[src/asrp_map.vh]
/*
 * Constants shared by the serial readout port design files.
 * Assumes inclusion by bare name from files under src/.
 */
`ifndef ASRP_MAP_VH
`define ASRP_MAP_VH

`define ASRP_RES_W       12
`define ASRP_LOCK_SCK    5'h0E
`define ASRP_FLAG_EDGE   5'h02
`define ASRP_LAST_EDGE   5'h0E
`define ASRP_NAP_COUNT   3'h2
`define ASRP_SLEEP_COUNT 3'h4
`define ASRP_SETTLE_MS   12
`define ASRP_CLK_KHZ     50000
`define ASRP_SETTLE_CYC  (`ASRP_SETTLE_MS * `ASRP_CLK_KHZ)
`define ASRP_FIFO_DEPTH  4
`define ASRP_FIFO_FULL   3'h4

`endif

[src/asrp_fifo.v]
/*
 * Small flip-flop FIFO with valid and ready on both sides.
 * Assumes one clock and a synchronous active-low reset.
 */
`timescale 1ns/1ps
module asrp_fifo #(
	parameter WIDTH = 12,
	parameter DEPTH = 4,
	parameter AW    = 2
) (
	input  wire             clk,
	input  wire             rst_n,
	input  wire             in_valid,
	output wire             in_ready,
	input  wire [WIDTH-1:0] in_data,
	output wire             out_valid,
	input  wire             out_ready,
	output wire [WIDTH-1:0] out_data
);
	reg [WIDTH-1:0] mem [0:DEPTH-1];
	reg [AW-1:0]    wr_ptr;
	reg [AW-1:0]    rd_ptr;
	reg [AW:0]      count;
	wire            do_wr;
	wire            do_rd;

	assign in_ready  = (count != DEPTH[AW:0]);
	assign out_valid = (count != {(AW+1){1'b0}});
	assign out_data  = mem[rd_ptr];
	assign do_wr     = in_valid & in_ready;
	assign do_rd     = out_valid & out_ready;

	// ==========================================
	// Pointers and occupancy.
	always @(posedge clk) begin
		if (!rst_n) begin
			wr_ptr <= {AW{1'b0}};
			rd_ptr <= {AW{1'b0}};
			count  <= {(AW+1){1'b0}};
		end else begin
			if (do_wr) begin
				mem[wr_ptr] <= in_data;
				wr_ptr      <= (wr_ptr == DEPTH[AW-1:0] - 1'b1) ? {AW{1'b0}} : wr_ptr + 1'b1;
			end
			if (do_rd)
				rd_ptr <= (rd_ptr == DEPTH[AW-1:0] - 1'b1) ? {AW{1'b0}} : rd_ptr + 1'b1;
			if (do_wr & ~do_rd)
				count <= count + 1'b1;
			else if (do_rd & ~do_wr)
				count <= count - 1'b1;
		end
	end
endmodule

[src/asrp_port.v]
/*
 * Conversion control and serial readout port of a 12-bit sampling converter.
 * Assumes convert_strobe and serial clock arrive asynchronously from the host,
 * and that converter results arrive as valid words on the clk domain.
 */
`timescale 1ns/1ps
`include "asrp_map.vh"

// Summary of operation
// - Start rising edge begins conversion unless in sleep; further edges ignored for 14 serial clocks.
// - Start strobe of any duty cycle is accepted; only its rising edge counts.
// - Each serial clock rising edge steps conversion; from the second edge on, each also updates the output bit.
// - Reference settled flag appears on the second serial clock edge after start.
// - Then twelve result bits follow, most significant bit first.
// - Each bit holds steady until the next serial clock rising edge.
// - Output is undriven after reset until the first conversion starts.
// - Thirteen bits per conversion, starting at the second serial clock edge.
// - Two start edges without clock edge enter nap; a clock edge wakes.
// - Four start edges without clock edge enter sleep; a clock edge wakes.
// - After sleep wake, settled flag stays low about twelve milliseconds.
// - Range pin high gives two's complement; low gives straight binary.
module asrp_port #(
	parameter RES_W      = `ASRP_RES_W,
	parameter SETTLE_CYC = `ASRP_SETTLE_CYC
) (
	input  wire             clk,
	input  wire             rst_n,
	input  wire             convert_strobe,
	input  wire             serial_clock,
	input  wire             range_select,
	input  wire [RES_W-1:0] sample_data,
	input  wire             sample_valid,
	output reg              sample_ready,
	output reg              data_out,
	output reg              data_out_oe_n,
	output reg              nap_mode,
	output reg              sleep_mode,
	output reg              reference_settled_flag
);
	localparam ST_IDLE  = 1'b0;
	localparam ST_CONVERT_STROBE  = 1'b1;

	reg             convert_strobe_s1;
	reg             convert_strobe_s2;
	reg             convert_strobe_d;
	reg             sck_s1;
	reg             sck_s2;
	reg             sck_d;
	reg             range_s1;
	reg             range_s2;
	reg             state;
	reg  [4:0]      sck_cnt;
	reg  [RES_W:0]  shift;
	reg  [2:0]      idle_starts;
	reg  [31:0]     settle_cnt;
	reg             started;
	wire            convert_strobe_rise;
	wire            sck_rise;
	wire            fifo_valid;
	wire [RES_W-1:0] fifo_data;
	wire            take_word;
	wire [RES_W-1:0] coded;
	reg  [2:0]      fifo_level;
	reg  [2:0]      next_fifo_level;
	wire            push;
	wire            pop;

	// ==========================================
	// Input synchronisers and edge detection.
	always @(posedge clk) begin
		if (!rst_n) begin
			convert_strobe_s1  <= 1'b0;
			convert_strobe_s2  <= 1'b0;
			convert_strobe_d   <= 1'b0;
			sck_s1   <= 1'b0;
			sck_s2   <= 1'b0;
			sck_d    <= 1'b0;
			range_s1 <= 1'b0;
			range_s2 <= 1'b0;
		end else begin
			convert_strobe_s1  <= convert_strobe;
			convert_strobe_s2  <= convert_strobe_s1;
			convert_strobe_d   <= convert_strobe_s2;
			sck_s1   <= serial_clock;
			sck_s2   <= sck_s1;
			sck_d    <= sck_s2;
			range_s1 <= range_select;
			range_s2 <= range_s1;
		end
	end

	assign convert_strobe_rise = convert_strobe_s2 & ~convert_strobe_d;
	assign sck_rise  = sck_s2 & ~sck_d;

	// ==========================================
	// Result buffer between converter core and shifter.
	asrp_fifo #(
		.WIDTH (RES_W),
		.DEPTH (`ASRP_FIFO_DEPTH),
		.AW    (2)
	) u_fifo (
		.clk       (clk),
		.rst_n     (rst_n),
		.in_valid  (push),
		.in_ready  (),
		.in_data   (sample_data),
		.out_valid (fifo_valid),
		.out_ready (take_word),
		.out_data  (fifo_data)
	);

	assign take_word = (state == ST_CONVERT_STROBE) & sck_rise & (sck_cnt == `ASRP_FLAG_EDGE - 5'h01);
	assign coded     = range_s2 ? {~fifo_data[RES_W-1], fifo_data[RES_W-2:0]}
	                            : fifo_data;

	// ==========================================
	// Registered ready, kept from a mirror of the buffer occupancy.
	assign push = sample_valid & sample_ready;
	assign pop  = take_word & fifo_valid;

	always @* begin
		next_fifo_level = fifo_level;
		if (push && !pop)
			next_fifo_level = fifo_level + 3'h1;
		else if (pop && !push)
			next_fifo_level = fifo_level - 3'h1;
	end

	always @(posedge clk) begin
		if (!rst_n) begin
			fifo_level   <= 3'h0;
			sample_ready <= 1'b0;
		end else begin
			fifo_level   <= next_fifo_level;
			sample_ready <= (next_fifo_level != `ASRP_FIFO_FULL);
		end
	end

	// ==========================================
	// Conversion sequencer and serial shifter.
	always @(posedge clk) begin
		if (!rst_n) begin
			state         <= ST_IDLE;
			sck_cnt       <= 5'h00;
			shift         <= {(RES_W+1){1'b0}};
			data_out      <= 1'b0;
			data_out_oe_n <= 1'b1;
			started       <= 1'b0;
		end else begin
			case (state)
			ST_IDLE: begin
				if (convert_strobe_rise && !sleep_mode) begin
					state   <= ST_CONVERT_STROBE;
					sck_cnt <= 5'h00;
					started <= 1'b1;
					data_out_oe_n <= 1'b0;
				end
			end
			ST_CONVERT_STROBE: begin
				if (sck_rise) begin
					sck_cnt <= sck_cnt + 5'h01;
					if (sck_cnt == `ASRP_FLAG_EDGE - 5'h01) begin
						shift    <= {reference_settled_flag,
						             fifo_valid ? coded : {RES_W{1'b0}}};
						data_out <= reference_settled_flag;
					end else if (sck_cnt >= `ASRP_FLAG_EDGE &&
					             sck_cnt < `ASRP_LAST_EDGE) begin
						data_out <= shift[RES_W-1];
						shift    <= {shift[RES_W-1:0], 1'b0};
					end
					if (sck_cnt == `ASRP_LOCK_SCK - 5'h01)
						state <= ST_IDLE;
				end
			end
			default: state <= ST_IDLE;
			endcase
		end
	end

	// ==========================================
	// Nap and sleep entry by repeated start edges.
	always @(posedge clk) begin
		if (!rst_n) begin
			idle_starts <= 3'h0;
			nap_mode    <= 1'b0;
			sleep_mode  <= 1'b0;
		end else if (sck_rise) begin
			idle_starts <= 3'h0;
			nap_mode    <= 1'b0;
			sleep_mode  <= 1'b0;
		end else if (convert_strobe_rise) begin
			// Start edges count, busy or not, up to four; a clock edge clears the tally and wins over a start edge in the same cycle.
			if (idle_starts != `ASRP_SLEEP_COUNT)
				idle_starts <= idle_starts + 3'h1;
			if (idle_starts + 3'h1 >= `ASRP_NAP_COUNT)
				nap_mode <= 1'b1;
			if (idle_starts + 3'h1 >= `ASRP_SLEEP_COUNT)
				sleep_mode <= 1'b1;
		end
	end

	// ==========================================
	// Reference settling after sleep.
	always @(posedge clk) begin
		if (!rst_n) begin
			settle_cnt             <= 32'h0;
			reference_settled_flag <= 1'b1;
		end else if (sleep_mode) begin
			settle_cnt             <= SETTLE_CYC[31:0];
			reference_settled_flag <= 1'b0;
		end else if (settle_cnt != 32'h0) begin
			settle_cnt             <= settle_cnt - 32'h1;
			reference_settled_flag <= (settle_cnt == 32'h1);
		end
	end
endmodule

[config.mk]
export PLATFORM = sky130hd
export DESIGN_NAME = asrp_port
export DESIGN_NICKNAME = d
export VERILOG_FILES = /design/src/asrp_fifo.v /design/src/asrp_port.v
export VERILOG_INCLUDE_DIRS = /design/src /design/src/src
export SDC_FILE = /design/constraint.sdc
export NUM_CORES = 1
export LEC_CHECK = 0
export BUFFER_PORTS_ARGS = -buffer_cell sky130_fd_sc_hd__buf_2
export CAP_MARGIN = 20
export CELL_PAD_IN_SITES_DETAIL_PLACEMENT = 1
export CELL_PAD_IN_SITES_GLOBAL_PLACEMENT = 1
export CORE_MARGIN = 1
export CORE_UTILIZATION = 45
export DETAILED_ROUTE_END_ITERATION = 8
export HOLD_SLACK_MARGIN = 0.06
export PLACE_DENSITY_LB_ADDON = 0.05
export SYNTH_ARGS = -nofsm -noshare
export SYNTH_HDL_FRONTEND = slang
export SYNTH_SLANG_ARGS = --single-unit
[constraint.sdc]
create_clock -name clk -period 2.8 [get_ports clk]
set_clock_uncertainty 0.1 [all_clocks]
set_input_delay 0 -clock clk [delete_from_list [all_inputs] [get_ports clk]]
set_output_delay 0 -clock clk [all_outputs]
set_load 0.03 [all_outputs]
# Word level (Yosys, flattened, before mapping)

Memories as Yosys holds them, arrays and structs flattened. A register that Yosys moved wholly into a read port is not among the register bits.
Index checks and enable logic that the tools add are counted.
W data, S select, Z words.

Memories: 1
Latch bits: 0
Input bits: 18
Register bits after elaboration: 77
RAM bits: 48
Bits in read-only memories: 0
Word-level logic and storage cells: 112

Add/subtract/negate cells: 9
Order comparisons: 4
Multiplexer cells: 28
Eq/ne operators: 10
Multipliers: 0
Divide/modulo/power cells: 0
Reductions and logical operators: 20
Bitwise logic cells: 16
Shift operators: 0

Memories:

| name       | depth | bits a word | read ports | clocked after Yosys merged registers in | write ports | RTL line       | source |
|---|---|---|---|---|---|---|---|
| u_fifo.mem | 4     | 12          | 1          | 1                                       | 1           | asrp_fifo.v:20 | `reg [WIDTH-1:0] mem [0:DEPTH-1];` |

Operators with widths:

| kind                    | count |
|---|---|
| $mux W12                | 4 |
| $mux W20                | 2 |
| $eq A32 B1 Y1 const B   | 1 |
| $reduce_bool A32 Y1     | 1 |
| $sub A32 B1 Y32 const B | 1 |
| $mux W3                 | 4 |
| $mux W1                 | 10 |
| $mux W5                 | 2 |
| $pmux W5 S2             | 1 |
| $reduce_and A2 Y1       | 5 |
| $add A3 B1 Y3 const B   | 3 |
| $and A1 B1 Y1           | 9 |
| $ne A3 B3 Y1 const B    | 3 |
| $mux W2                 | 4 |
| $not A1 Y1              | 7 |
| $reduce_bool A2 Y1      | 3 |
| $sub A3 B1 Y3 const B   | 2 |
| $add A5 B1 Y5 const B   | 1 |
| $eq A5 B1 Y1 const B    | 1 |
| $eq A5 B4 Y1 const B    | 1 |
| $ge A5 B2 Y1 const B    | 1 |
| $lt A5 B4 Y1 const B    | 1 |
| $add A2 B1 Y2 const B   | 2 |
| $eq A2 B2 Y1 const B    | 2 |
| 10 further kinds        | 16 |

# Logic depth before layout (Yosys ltp)

Gate-level depths: netlist (run 1).

Depth in word-level cells: 9
Depth in mapped cells: 12
Mapped depth without buffers: 11

# Hierarchy

From an unflattened synthesis (run 1), not the netlist that was laid out.

Cells, all modules: 510
Area, all modules: 5,667.9 sq um

Modules (own cells, without submodules):

| module    | area an instance (sq um) | cells each | times used | seq. area each (sq um) |
|---|---|---|---|---|
| asrp_port | 3,458.3                  | 398        | 1          | 1,401.3 |
| asrp_fifo | 2,209.6                  | 112        | 1          | 1,621.6 |

# Worst setup path after synthesis (run 1)

No wires, ideal clock.

Path type: reg-to-reg
From: register sck_cnt[1]
To: register u_fifo.count[2]
Path slack: -0.127 ns
Buffers on the path: 1
Data arrival time: 2.757 ns
Stages on the path, launching flop included: 13
Period minus slack after synthesis: 2.927 ns
Path through: dfxtp_1 inv_1 ha_1 or4b_2 buf_1 nor3_2 inv_1 ha_1 inv_1 fa_1 xor2_1 or3_1 a21oi_1

Cells in the longest elaborated chain, start to end: 6
Elaborated cells between the ends (all ways): 8
Classes of those cells: eq/ne (1); mux (1); bitwise (5); reduce/logical (1)

RTL lines:

| element                                       | RTL line        | source |
|---|---|---|
| start: declaration                            | asrp_port.v:52  | `reg [4:0] sck_cnt;` |
| start signal: assignment                      | asrp_port.v:161 | `sck_cnt <= sck_cnt + 5'h01;` |
| $eq A5 B1 Y1 *                                | asrp_port.v:112 | `` assign take_word = (state == ST_CONVERT_STROBE) & sck_rise & (sck_cnt == `ASRP_FLAG_EDGE - 5'h01); `` |
| $and A1 B1 Y1 *                               | asrp_port.v:112 |  |
| $and A1 B1 Y1 *                               | asrp_fifo.v:31  | `assign do_rd = out_valid & out_ready;` |
| $not A1 Y1                                    | asrp_fifo.v:47  | `if (do_wr & ~do_rd)` |
| $and A1 B1 Y1                                 | asrp_fifo.v:47  |  |
| $mux W3 or $reduce_bool A2 Y1 (tied branches) | n/a             |  |
| end signal: assignment                        | asrp_fifo.v:39  | `count <= {(AW+1){1'b0}};` |
| end signal: assignment                        | asrp_fifo.v:48  | `count <= count + 1'b1;` |
| end signal: assignment                        | asrp_fifo.v:50  | `count <= count - 1'b1;` |
| end: declaration                              | asrp_fifo.v:23  | `reg [AW:0] count;` |

Mark *: on every way between the ends. The rest lies on a longest branch, timed or not.
A chain may end at the register's enable or synchronous reset.

# Final worst setup path (run 1)

From: register settle_cnt[2]
To: register settle_cnt[7]

Cells in the longest elaborated chain, start to end: 3
Elaborated cells between the ends (all ways): 5
Classes of those cells: add/sub (1); mux (2); reduce/logical (2)

RTL lines:

| element                  | RTL line        | source |
|---|---|---|
| start: declaration       | asrp_port.v:55  | `reg [31:0] settle_cnt;` |
| start signal: assignment | asrp_port.v:209 | `settle_cnt <= SETTLE_CYC[31:0];` |
| start signal: assignment | asrp_port.v:212 | `settle_cnt <= settle_cnt - 32'h1;` |
| $sub A32 B1 Y32          | asrp_port.v:212 |  |
| $mux W20                 | asrp_port.v:211 | `end else if (settle_cnt != 32'h0) begin` |
| $mux W20                 | asrp_port.v:208 | `end else if (sleep_mode) begin` |

Several ways; a longest one is shown, not always the timed one. The select of a mux whose other input is x is not followed.

==> results of run 1 <==
==> critical path, cell delays in order (launching register included) <==
cell and delay (ns):
dfxtp_1 0.37, or4_1 0.56, or4_1 0.40, buf_4 0.22, o41ai_4 0.33, buf_4 0.25, or4_1 0.14, a31oi_1 0.08
==> worst paths after layout <==
path | slack (ns) | end
worst max register to register | 0.21 | settle_cnt[7]$_SDFFE_PN0P_
worst min register to register | 0.34 | range_s2$_SDFF_PN0_
worst min-delay path | 0.24 | u_fifo.mem[2][9]$_DFFE_PP_
worst max-delay path | 0.21 | settle_cnt[7]$_SDFFE_PN0P_
==> power by group <==
| part | internal (mW) | switching [mW] | leakage, nW |
|---|---|---|---|
| clock network | 1.32 | 0.828 | 0.267 |
| registers | 2.20 | 0.257 | 1.08 |
| logic | 0.977 | 1.33 | 1.08 |
| total | 4.50 | 2.42 | 2.42 |
==> metrics by stage <==
step / util / cells
6_report: 0.5663 / 685
5_1_grt: 0.5663 / 685
4_1_cts: 0.5650 / 684
3_5_place_dp: 0.4982 / 632
3_3_place_gp: 0.4982 / 632
2_1_floorplan: - / 468
==> state kept, by name (all words and copies together), names as in the netlist, 2 cells and up, named ones only <==
name,count
sck_cnt,5
u_fifo.count,3
idle_starts,3
u_fifo.mem,48
u_fifo.rd_ptr,2
settle_cnt,32
u_fifo.wr_ptr,2
shift,12
fifo_level,3
==> final cells by class <==
cell class              count  area share
inverters                  17    0.009703
clock inverters            12     0.02112
multi-input cells         302      0.3440
repair buffers             64     0.07192
clock buffers              20     0.06640
flip-flops and latches    127      0.4597
well taps                 143     0.02721
==> cell usage after synthesis, drive strengths merged, types with 3 or more instances <==
cell type / count / area [um2]
mux2i: 9 / 90.09
xnor2: 6 / 52.55
and2: 10 / 62.56
or4: 21 / 165.2
or2: 6 / 37.54
ha: 17 / 212.7
clkbuf: 14 / 52.55
o21ai: 14 / 70.07
nand3: 4 / 20.02
o41ai: 6 / 78.83
dfxtp: 79 / 1582
and3: 4 / 25.02
inv: 15 / 56.30
nor4: 5 / 52.55
buf: 8 / 50.05
nand4b: 3 / 26.28
a21oi: 28 / 140.1
a22oi: 11 / 82.58
a31oi: 9 / 56.30
o31ai: 11 / 82.58
xor2: 11 / 96.34
nor2: 42 / 157.7
or3: 19 / 118.9
nor3: 5 / 30.03
edfxtp: 48 / 1441
a211oi: 13 / 97.59
nand2: 18 / 67.56
mux4: 12 / 270.3
==> repair_timing <==
action                     4_1_cts  5_1_grt
setup endpoints to repair        0        4
hold endpoints to repair        65        0
resized for setup                0        2
hold buffers                    20        0
setup buffers                    0        1
==> metal layers <==
| layer | global-route usage | vias up | part of all wire |
|---|---|---|---|
| li1 | - | 1882 | - |
| met1 | 0.2578 | 1961 | 0.46 |
| met2 | 0.3826 | 48 | 0.50 |
| met3 | 0.05280 | 18 | 0.022 |
| met4 | 0.08739 | 0 | 0.017 |
| met5 | 0 | - | 0 |
==> cell families (layout without fill, tap and decap cells) <==
group                    Yosys count  after routing
multiplexers                      21             21
XOR/XNOR                          17             17
adder cells (fa/ha/maj)           19             19
buffers and inverters             39            113
AO/OA/AOI/OAI                     99             99
flip-flops                       127            127
AND/OR/NAND/NOR                  146            146
==> reports/metrics.yaml, run 1 <==
setup_path:
  crit_path_end_kind: "flop"
  reg2reg_depth: 7
  critPathLaunch: "settle_cnt[2]$_SDFFE_PP0P_"
  crit_path_max_fanout: 18
  crit_type: "reg -> reg"
  startpoint_type: "flop"
  reg2reg_from: "settle_cnt[2]$_SDFFE_PP0P_"
  critPathRequiredTime_ns: 2.99
  arrival_ns: 2.77
final_layout:
  area_growth_pct: 20.94
  final_common_cell: "dfxtp_1"
  finalNetCount: 565
  final_cell_mix: "dfxtp_1 (79), edfxtp_1 (48), nor2_1 (42), a21oi_1 (28), buf_2 (23)"
  diodes: 0
  n_fill_cell: 1221
  multiInputGateArea_mm2: 0.002262
  fin_area_mm2: 0.006576
  drive_gt1_frac: 0.1863
  register_area_mm2: 0.003023
clock_tree:
  clock_latency_ns: 0.42
  clk_pin_slew_ns: 0.06
  cts_max_path_buffers: 2
  clkSinkCount: 127
  htree_num_levels: 4
  clock-root-buffer: "clkbuf_16"
  cts_tree: "done"
  cts_buffers: 17
min_path:
  hp-class: "in -> reg"
  whs_path_depth: 2
  min-delay-start: "sample_data[9]"
timing:
  period_needed_ns: 2.585
  hold_ws_ns: 0.2395
  relSlewSlack: 0.5455
  maxSlewViolCount: 0
  setup_violations: 0
  hold_viol_final: 0
  setup_slack_ns: 0.2148
  rsz0062_at_grt: "no"
  period_share: 0.9233
  finalSetupTns_ns: 0
  fmax_ghz: 0.3868
  max_slew.worst_pin.slew_ns: 0.6817
synthesis:
  synthXorXnorAreaFrac: 0.02738
  seq_area_frac_synth: 0.5559
  synth_cells: 468
  synthSimpleGateAreaFrac: 0.1526
  syn_avg_cell_area_um2: 11.62
  async_reset_ff_frac: 0
  synth_fa_ha_area_frac: 0.04464
  ys_types: 52
  synth_compound_area_frac: 0.1226
  synth_top_family_by_area: "simple AND/OR/NAND/NOR gates"
  ys_seq_elements: 127
  synth.area.mux_share: 0.06627
  synth_flop_cell: "dfxtp_1"
  synth_edf_count: 48
  synth.cell_area_mm2: 0.005438
  synth_warnings: 0
  syn_nets: 504
placed_design:
  gp_congestion: 0.7560
  placed_area_mm2: 0.005786
  io_buffer_count: 23
  dp_hpwl_um: 8013
  post-place-ws_ns: 0.1397
global_route:
  grt_pass1_vias: 4196
  antenna_found_initial: 0
  overflow: 0
  grt_max_degree: 27
  track_usage: 0.2187
  grt_pass1_wl_um: 20870
die:
  core_region_area_mm2: 0.01161
  rows: 39
  die_y_um: 111.9
  dieArea_mm2: 0.01253
  die_w_um: 111.9
  initial_utilization: 0.4682
  ioPinCount: 24
route:
  wl_um: 12550
  drt_iter0_drc: 212
  detail-route-antenna-nets: 0
  drc: 1
  wl_per_cell_um: 18.32
  routed-via-count: 3909
  drtPass1Iterations: 6
  via_per_inst: 5.707
run_status:
  status: "complete, but fails checks"
  violations: "design-rule violations"
power:
  ir_worst_vdd_uv: 577.5
  power_mw: 6.915
  p_leak_nw: 2.421
  pwr_density_cell_mw_per_mm2: 1052
job:
  cap_viol_max_count: 0
(Power assumes the default switching activity.)
==> run 2, diff against run 1 <==
--- a/config.mk
+++ b/config.mk
@@ -8,13 +8,13 @@
 export LEC_CHECK = 0
 export BUFFER_PORTS_ARGS = -buffer_cell sky130_fd_sc_hd__buf_2
 export CAP_MARGIN = 20
-export CELL_PAD_IN_SITES_DETAIL_PLACEMENT = 1
-export CELL_PAD_IN_SITES_GLOBAL_PLACEMENT = 1
+export CELL_PAD_IN_SITES_DETAIL_PLACEMENT = 0
+export CELL_PAD_IN_SITES_GLOBAL_PLACEMENT = 2
 export CORE_MARGIN = 1
-export CORE_UTILIZATION = 45
+export CORE_UTILIZATION = 38
 export DETAILED_ROUTE_END_ITERATION = 8
 export HOLD_SLACK_MARGIN = 0.06
-export PLACE_DENSITY_LB_ADDON = 0.05
+export PLACE_DENSITY_LB_ADDON = 0.1
 export SYNTH_ARGS = -nofsm -noshare
 export SYNTH_HDL_FRONTEND = slang
 export SYNTH_SLANG_ARGS = --single-unit
==> reports/metrics.yaml, run 2 (synthesis results as in run 1) <==
power:
  pwr-share-comb: 0.326  # -0.008
  power.internal_mw: 4.501  # +0.10%
  ir_worst_vdd_uv: 432.6  # -25%
  p_seq_frac: 0.357  # about the same
  p_leak_nw: 2.430  # +0.39%
  pwr_density_cell_mw_per_mm2: 1034  # -1.7%
  pwr-share-clk: 0.317  # +0.007
  p_switching_mw: 2.356  # -2.6%
  swShare: 0.3436  # -0.006196
  power_mw: 6.857  # -0.84%
route:
  via_per_inst: 5.148  # -9.8%
  wl_um: 10590  # -16%
  drtPass1Iterations: 4  # -2
  routed-via-count: 3717  # -4.9%
  drc: 0  # -1
  wl_per_cell_um: 14.66  # -20%
  detail-route-antenna-nets: 0  # unchanged
  drt_iter0_drc: 195  # -8.0%
final_layout:
  final_cells: 722  # +5.4%
  final_common_cell: "dfxtp_1"
  drive_gt1_frac: 0.1900  # +0.003690
  final_cell_mix: "dfxtp_1 (79), edfxtp_1 (48), nor2_1 (42), a21oi_1 (28), buf_2 (23)"
  reg.largest.list: "u_fifo.mem (48), settle_cnt (32), shift (12)"
  largest_register_ffs: 48  # unchanged
  finalNetCount: 565  # unchanged
  diodes: 0  # unchanged
  largest_register: "u_fifo.mem"
  n_fill_cell: 1286  # +5.3%
  area_growth_pct: 22.00
timing:
  rsz0062_at_grt: "no"
  relSlewSlack: 0.5548  # +0.009251
  maxSlewViolCount: 0  # unchanged
  fmax_ghz: 0.3849  # -0.51%
  setup_slack_ns: 0.2016  # -0.01324 ns
  period_needed_ns: 2.598  # +0.01324 ns
  hold_viol_final: 0  # unchanged
  max_slew.worst_pin.slew_ns: 0.6678  # -0.01388 ns
  finalSetupTns_ns: 0  # unchanged
  setup_violations: 0  # unchanged
  period_share: 0.9280  # +0.004729
global_route:
  track_usage: 0.1602  # -0.05846
  antenna_found_initial: 0  # unchanged
  overflow: 0  # unchanged
  grt_max_degree: 27  # unchanged
  grt_pass1_vias: 3646  # -13%
  grt_pass1_wl_um: 17970  # -14%
clock_tree:
  clock-root-buffer: "clkbuf_16"
  cts_buffers: 17  # unchanged
  cts_tree: "done"
  cts_max_path_buffers: 2  # unchanged
  clock_latency_ns: 0.41  # about the same
  clkSinkCount: 127  # unchanged
  post_cts_buffers: 0  # unchanged
  htree_num_levels: 4  # unchanged
  clk_pin_slew_ns: 0.06  # about the same
die:
  ioPinCount: 24  # unchanged
  initial_utilization: 0.3902  # -0.07799
  core_region_area_mm2: 0.01393  # +20%
  rows: 43  # +10%
  die_w_um: 121.6  # +8.7%
  die_y_um: 121.6  # +8.7%
  dieArea_mm2: 0.01479  # +18%
min_path:
  min-delay-start: "sample_data[10]"
  hp-class: "in -> reg"
placed_design:
  dp_cells: 670  # +6.0%
  post-place-ws_ns: 0.1439  # +0.004149 ns
  io_buffer_count: 23  # unchanged
  gp_congestion: 0.7194  # -4.8%
  dp_hpwl_um: 7030  # -12%
setup_path:
  crit_type: "reg -> reg"
  startpoint_type: "flop"
  crit_path_end_kind: "flop"
  critPathLaunch: "settle_cnt[2]$_SDFFE_PP0P_"
  slowest_delay_ns: 0.62  # +0.06 ns
  arrival_ns: 2.84  # +0.07 ns
  path_buf_inv: 1  # -1
  critPathRequiredTime_ns: 3.04  # +0.05 ns
  cp_top_family: "simple AND/OR/NAND/NOR gates"
  cpMostUsedCell: "or4_1"
  cp_cell_sequence: "or4_1 > or4_1 > buf_4 > or4_1 > a31oi_1"
  reg2reg_from: "settle_cnt[2]$_SDFFE_PP0P_"
  slowest_stage: "or4_1"
  crit_path_max_fanout: 12  # -6
run_status:
  status: "complete, no violations"
job:
  cap_viol_max_count: 0  # unchanged
==> run 2: cell types whose count changed in the layout (fill, tap and decap cells not counted) <==
cell	before	now
clkbuf_1	3	1
clkinv_4	3	4
inv_6	2	3
clkinvlp_4	4	2
clkinvlp_2	0	1
inv_8	0	1
==> run 2: what timing repair did <==
action	4_1_cts	5_1_grt
hold buffers	20	0
resized for setup	0	2
endpoints found under the setup margin	0	7
endpoints found under the hold margin	72	0
==> run 2: final cells by class <==
cell class	count	area, um2	share of cell area
Clock buffer	18	429.2	0.06469
Clock inverter	14	157.7	0.02376
Inverter	17	63.81	0.009619
Multi-Input combinational cell	302	2262	0.3410
Sequential cell	127	3023	0.4557
Tap cell	180	225.2	0.03395
Timing Repair Buffer	64	473.0	0.07129
==> run 2: metrics by stage <==
| stage | utilization | hold slack, ns | instance area, um2 |
|---|---|---|---|
| global route | 0.4761 | 0.2178 | 6634 |
| CTS | 0.4755 | 0.2031 | 6626 |
| global placement | 0.4191 | 0.1048 | 5839 |
| detailed placement | 0.4191 | 0.1100 | 5839 |
| floorplan | - | -0.001131 | 5444 |
| finish | 0.4761 | 0.2280 | 6634 |
==> run 2: layer usage <==
metal	up-vias	global-route usage	wire [um]
met5	-	0	0
met4	0	0.07176	129
met3	10	0.04354	223
met2	35	0.2610	5149
met1	1782	0.1981	5085
li1	1890	-	-
==> run 2: power by group through the flow <==
stage                     clock, mW  combinational [mW]  sequential [mW]
after floorplan                   0                1.70             2.44
after global placement            0                2.16             2.48
after detailed placement          0                2.18             2.48
after CTS                      2.23                2.22             2.45
after global routing           2.31                2.53             2.50
final                          2.17                2.23             2.45
==> run 2: worst paths after layout <==
kind,slack (ns),end,cells past startpoint
max,0.20,settle_cnt[13]$_SDFFE_PN0P_,5
min,0.23,u_fifo.mem[2][10]$_DFFE_PP_,2
max reg2reg,0.20,settle_cnt[13]$_SDFFE_PN0P_,5
min reg2reg,0.33,sck_s2$_SDFF_PN0_,1
==> run 2: worst register-to-register path, cell delays in order, from the launching register on <==
cell     delay (ns)
dfxtp_1        0.35
or4_1          0.56
or4_1          0.62
buf_4          0.26
or4_1          0.47
a31oi_1        0.17
==> run 3, diff against run 2 <==
--- a/config.mk
+++ b/config.mk
@@ -10,11 +10,12 @@
 export CAP_MARGIN = 20
 export CELL_PAD_IN_SITES_DETAIL_PLACEMENT = 0
 export CELL_PAD_IN_SITES_GLOBAL_PLACEMENT = 2
-export CORE_MARGIN = 1
+export CORE_MARGIN = 2
 export CORE_UTILIZATION = 38
 export DETAILED_ROUTE_END_ITERATION = 8
 export HOLD_SLACK_MARGIN = 0.06
 export PLACE_DENSITY_LB_ADDON = 0.1
+export SLEW_MARGIN = 20
 export SYNTH_ARGS = -nofsm -noshare
 export SYNTH_HDL_FRONTEND = slang
 export SYNTH_SLANG_ARGS = --single-unit
==> reports/metrics.yaml, run 3 (synthesis results as in run 1) <==
run_status:
  status: "complete, no violations"
final_layout:
  fin_area_mm2: 0.006665  # +0.47%
  register_area_mm2: 0.003023  # unchanged
  area_growth_pct: 22.57
  finalNetCount: 569  # +0.71%
  drive_gt1_frac: 0.1905  # +0.0004393
  diodes: 0  # unchanged
  n_fill_cell: 1275  # -0.86%
  largest_register: "u_fifo.mem"
  largest_register_ffs: 48  # unchanged
  final_util: 0.4783  # +0.002245
  final_cell_mix: "dfxtp_1 (79), edfxtp_1 (48), nor2_1 (42), a21oi_1 (28), buf_4 (25)"
  reg.largest.list: "u_fifo.mem (48), settle_cnt (32), shift (12)"
  multiInputGateArea_mm2: 0.002255  # -0.33%
  final_common_cell: "dfxtp_1"
clock_tree:
  clock_latency_ns: 0.42  # about the same
  clk_pin_slew_ns: 0.06  # about the same
  clock-root-buffer: "clkbuf_16"
  cts_buffers: 17  # unchanged
  clkSinkCount: 127  # unchanged
  cts_max_path_buffers: 2  # unchanged
  post_cts_buffers: 0  # unchanged
  post_cts_resize_count: 0  # unchanged
  htree_num_levels: 4  # unchanged
  cts_tree: "done"
die:
  core_region_area_mm2: 0.01393  # unchanged
  die_y_um: 123.6  # +1.6%
  rows: 43  # unchanged
  die_w_um: 123.6  # +1.6%
  dieArea_mm2: 0.01528  # +3.3%
  initial_utilization: 0.3902  # unchanged
  ioPinCount: 24  # unchanged
setup_path:
  crit_type: "reg -> reg"
  critPathRequiredTime_ns: 3.03  # about the same
  reg2reg_depth: 4  # -1
  crit_path_max_fanout: 7  # -5
  reg2reg_from: "settle_cnt[16]$_SDFFE_PN0P_"
  r2r_end: "settle_cnt[1]$_SDFFE_PP0P_"
  reg2reg_slack_ns: 0.14  # -0.06 ns
  startpoint_type: "flop"
  crit_path_end_kind: "flop"
  arrival_ns: 2.89  # +0.05 ns
global_route:
  grt_pass1_vias: 3647  # +0.027%
  grt_pass1_wl_um: 18390  # +2.3%
  overflow: 0  # unchanged
  grt_max_degree: 25  # -7.4%
  antenna_found_initial: 0  # unchanged
  track_usage: 0.1607  # +0.0004253
timing:
  hold_ws_ns: 0.2278  # -0.0001830 ns
  hold_viol_final: 0  # unchanged
  period_needed_ns: 2.658  # +0.05975 ns
  finalSetupTns_ns: 0  # unchanged
  rsz0062_at_grt: "no"
  setup_violations: 0  # unchanged
  fmax_ghz: 0.3762  # -2.2%
  period_share: 0.9493  # +0.02134
  maxSlewViolCount: 0  # unchanged
  relSlewSlack: 0.5668  # +0.01200
  max_slew.worst_pin.slew_ns: 0.6498  # -0.01800 ns
min_path:
  min_to: "u_fifo.mem[0][0]$_DFFE_PP_"
  hp-class: "in -> reg"
  min-delay-start: "sample_data[0]"
  whs_path_depth: 2  # unchanged
route:
  drt_iter0_drc: 125  # -36%
  drc: 0  # unchanged
  detail-route-antenna-nets: 0  # unchanged
  wl_per_cell_um: 14.86  # +1.4%
  wl_um: 10790  # +1.9%
  routed-via-count: 3753  # +0.97%
  via_per_inst: 5.169  # +0.41%
  drtPass1Iterations: 6  # +2
power:
  ir_worst_vdd_uv: 501.2  # +16%
  swShare: 0.3417  # -0.001957
  p_switching_mw: 2.353  # -0.14%
  pwr-share-comb: 0.321  # -0.005
  pwr_density_cell_mw_per_mm2: 1033  # about the same
  power_mw: 6.886  # +0.43%
  p_seq_frac: 0.356  # about the same
  p_leak_nw: 2.455  # +1.0%
  power.internal_mw: 4.534  # +0.73%
  pwr-share-clk: 0.323  # +0.006
placed_design:
  placed_area_mm2: 0.005869  # +0.51%
  io_buffer_count: 23  # unchanged
  dp_hpwl_um: 7250  # +3.1%
  gp_congestion: 0.7483  # +4.0%
job:
  cap_viol_max_count: 0  # unchanged
==> run 3: cell types whose count changed in the layout (fill, tap and decap cells not counted), sizes merged <==
cell      change
buf           +4
bufinv        +1
clkinv        +2
clkinvlp      -1
inv           -2
==> run 3: metrics by stage <==
step | setup WS [ns] | std cells
after floorplan | 0.01244 | 468
after global placement | 0.1780 | 674
after global routing | 0.003218 | 726
after detailed placement | 0.1406 | 674
final | 0.1418 | 726
after CTS | 0.1335 | 726
==> run 3: what timing repair did <==
item                                   4_1_cts  5_1_grt
endpoints found under the hold margin       70        0
setup endpoints to repair                    0        0
hold buffers                                20        0
==> run 3: worst max-delay path by stage <==
| stage | to | cells past startpoint | start |
|---|---|---|---|
| after floorplan | u_fifo.count[2]$_SDFFE_PN0P_ | 12 | sck_cnt[1]$_SDFFE_PN0P_ |
| after global placement | settle_cnt[31]$_SDFFE_PP0P_ | 6 | settle_cnt[16]$_SDFFE_PN0P_ |
| after detailed placement | settle_cnt[31]$_SDFFE_PP0P_ | 6 | settle_cnt[16]$_SDFFE_PN0P_ |
| after CTS | settle_cnt[31]$_SDFFE_PP0P_ | 6 | settle_cnt[16]$_SDFFE_PN0P_ |
| after global routing | settle_cnt[23]$_SDFFE_PP0P_ | 5 | settle_cnt[9]$_SDFFE_PN0P_ |
| final | settle_cnt[1]$_SDFFE_PP0P_ | 4 | settle_cnt[16]$_SDFFE_PN0P_ |
==> run 3: cell type report <==
type                            count  share of cell area
Multi-Input combinational cell    302              0.3383
Inverter                           17            0.009574
Tap cell                          180             0.03379
Clock buffer                       18             0.06439
Timing Repair Buffer               68             0.07546
Sequential cell                   127              0.4535
Clock inverter                     14             0.02497
==> run 3: power groups by stage <==
stage | logic (mW) | registers, mW | clock network, mW
4_1_cts | 2.23 | 2.45 | 2.29
6_report | 2.21 | 2.45 | 2.22
5_1_grt | 2.50 | 2.50 | 2.37
2_1_floorplan | 1.70 | 2.44 | 0
3_5_place_dp | 2.19 | 2.49 | 0
3_3_place_gp | 2.15 | 2.48 | 0
==> run 3: critical path, stage by stage (launching register included) <==
cell and delay [ns]:
dfxtp_1 0.36, or4_4 0.55, or4_1 0.67, or4_4 0.63, a211oi_1 0.26
==> run 3: metal layers <==
metal	vias to the layer above	wire, um	GRT usage
li1	1897	-	-
met1	1799	5080	0.2018
met4	0	119	0.05966
met5	-	0	0
met2	45	5258	0.2589
met3	12	331	0.05220
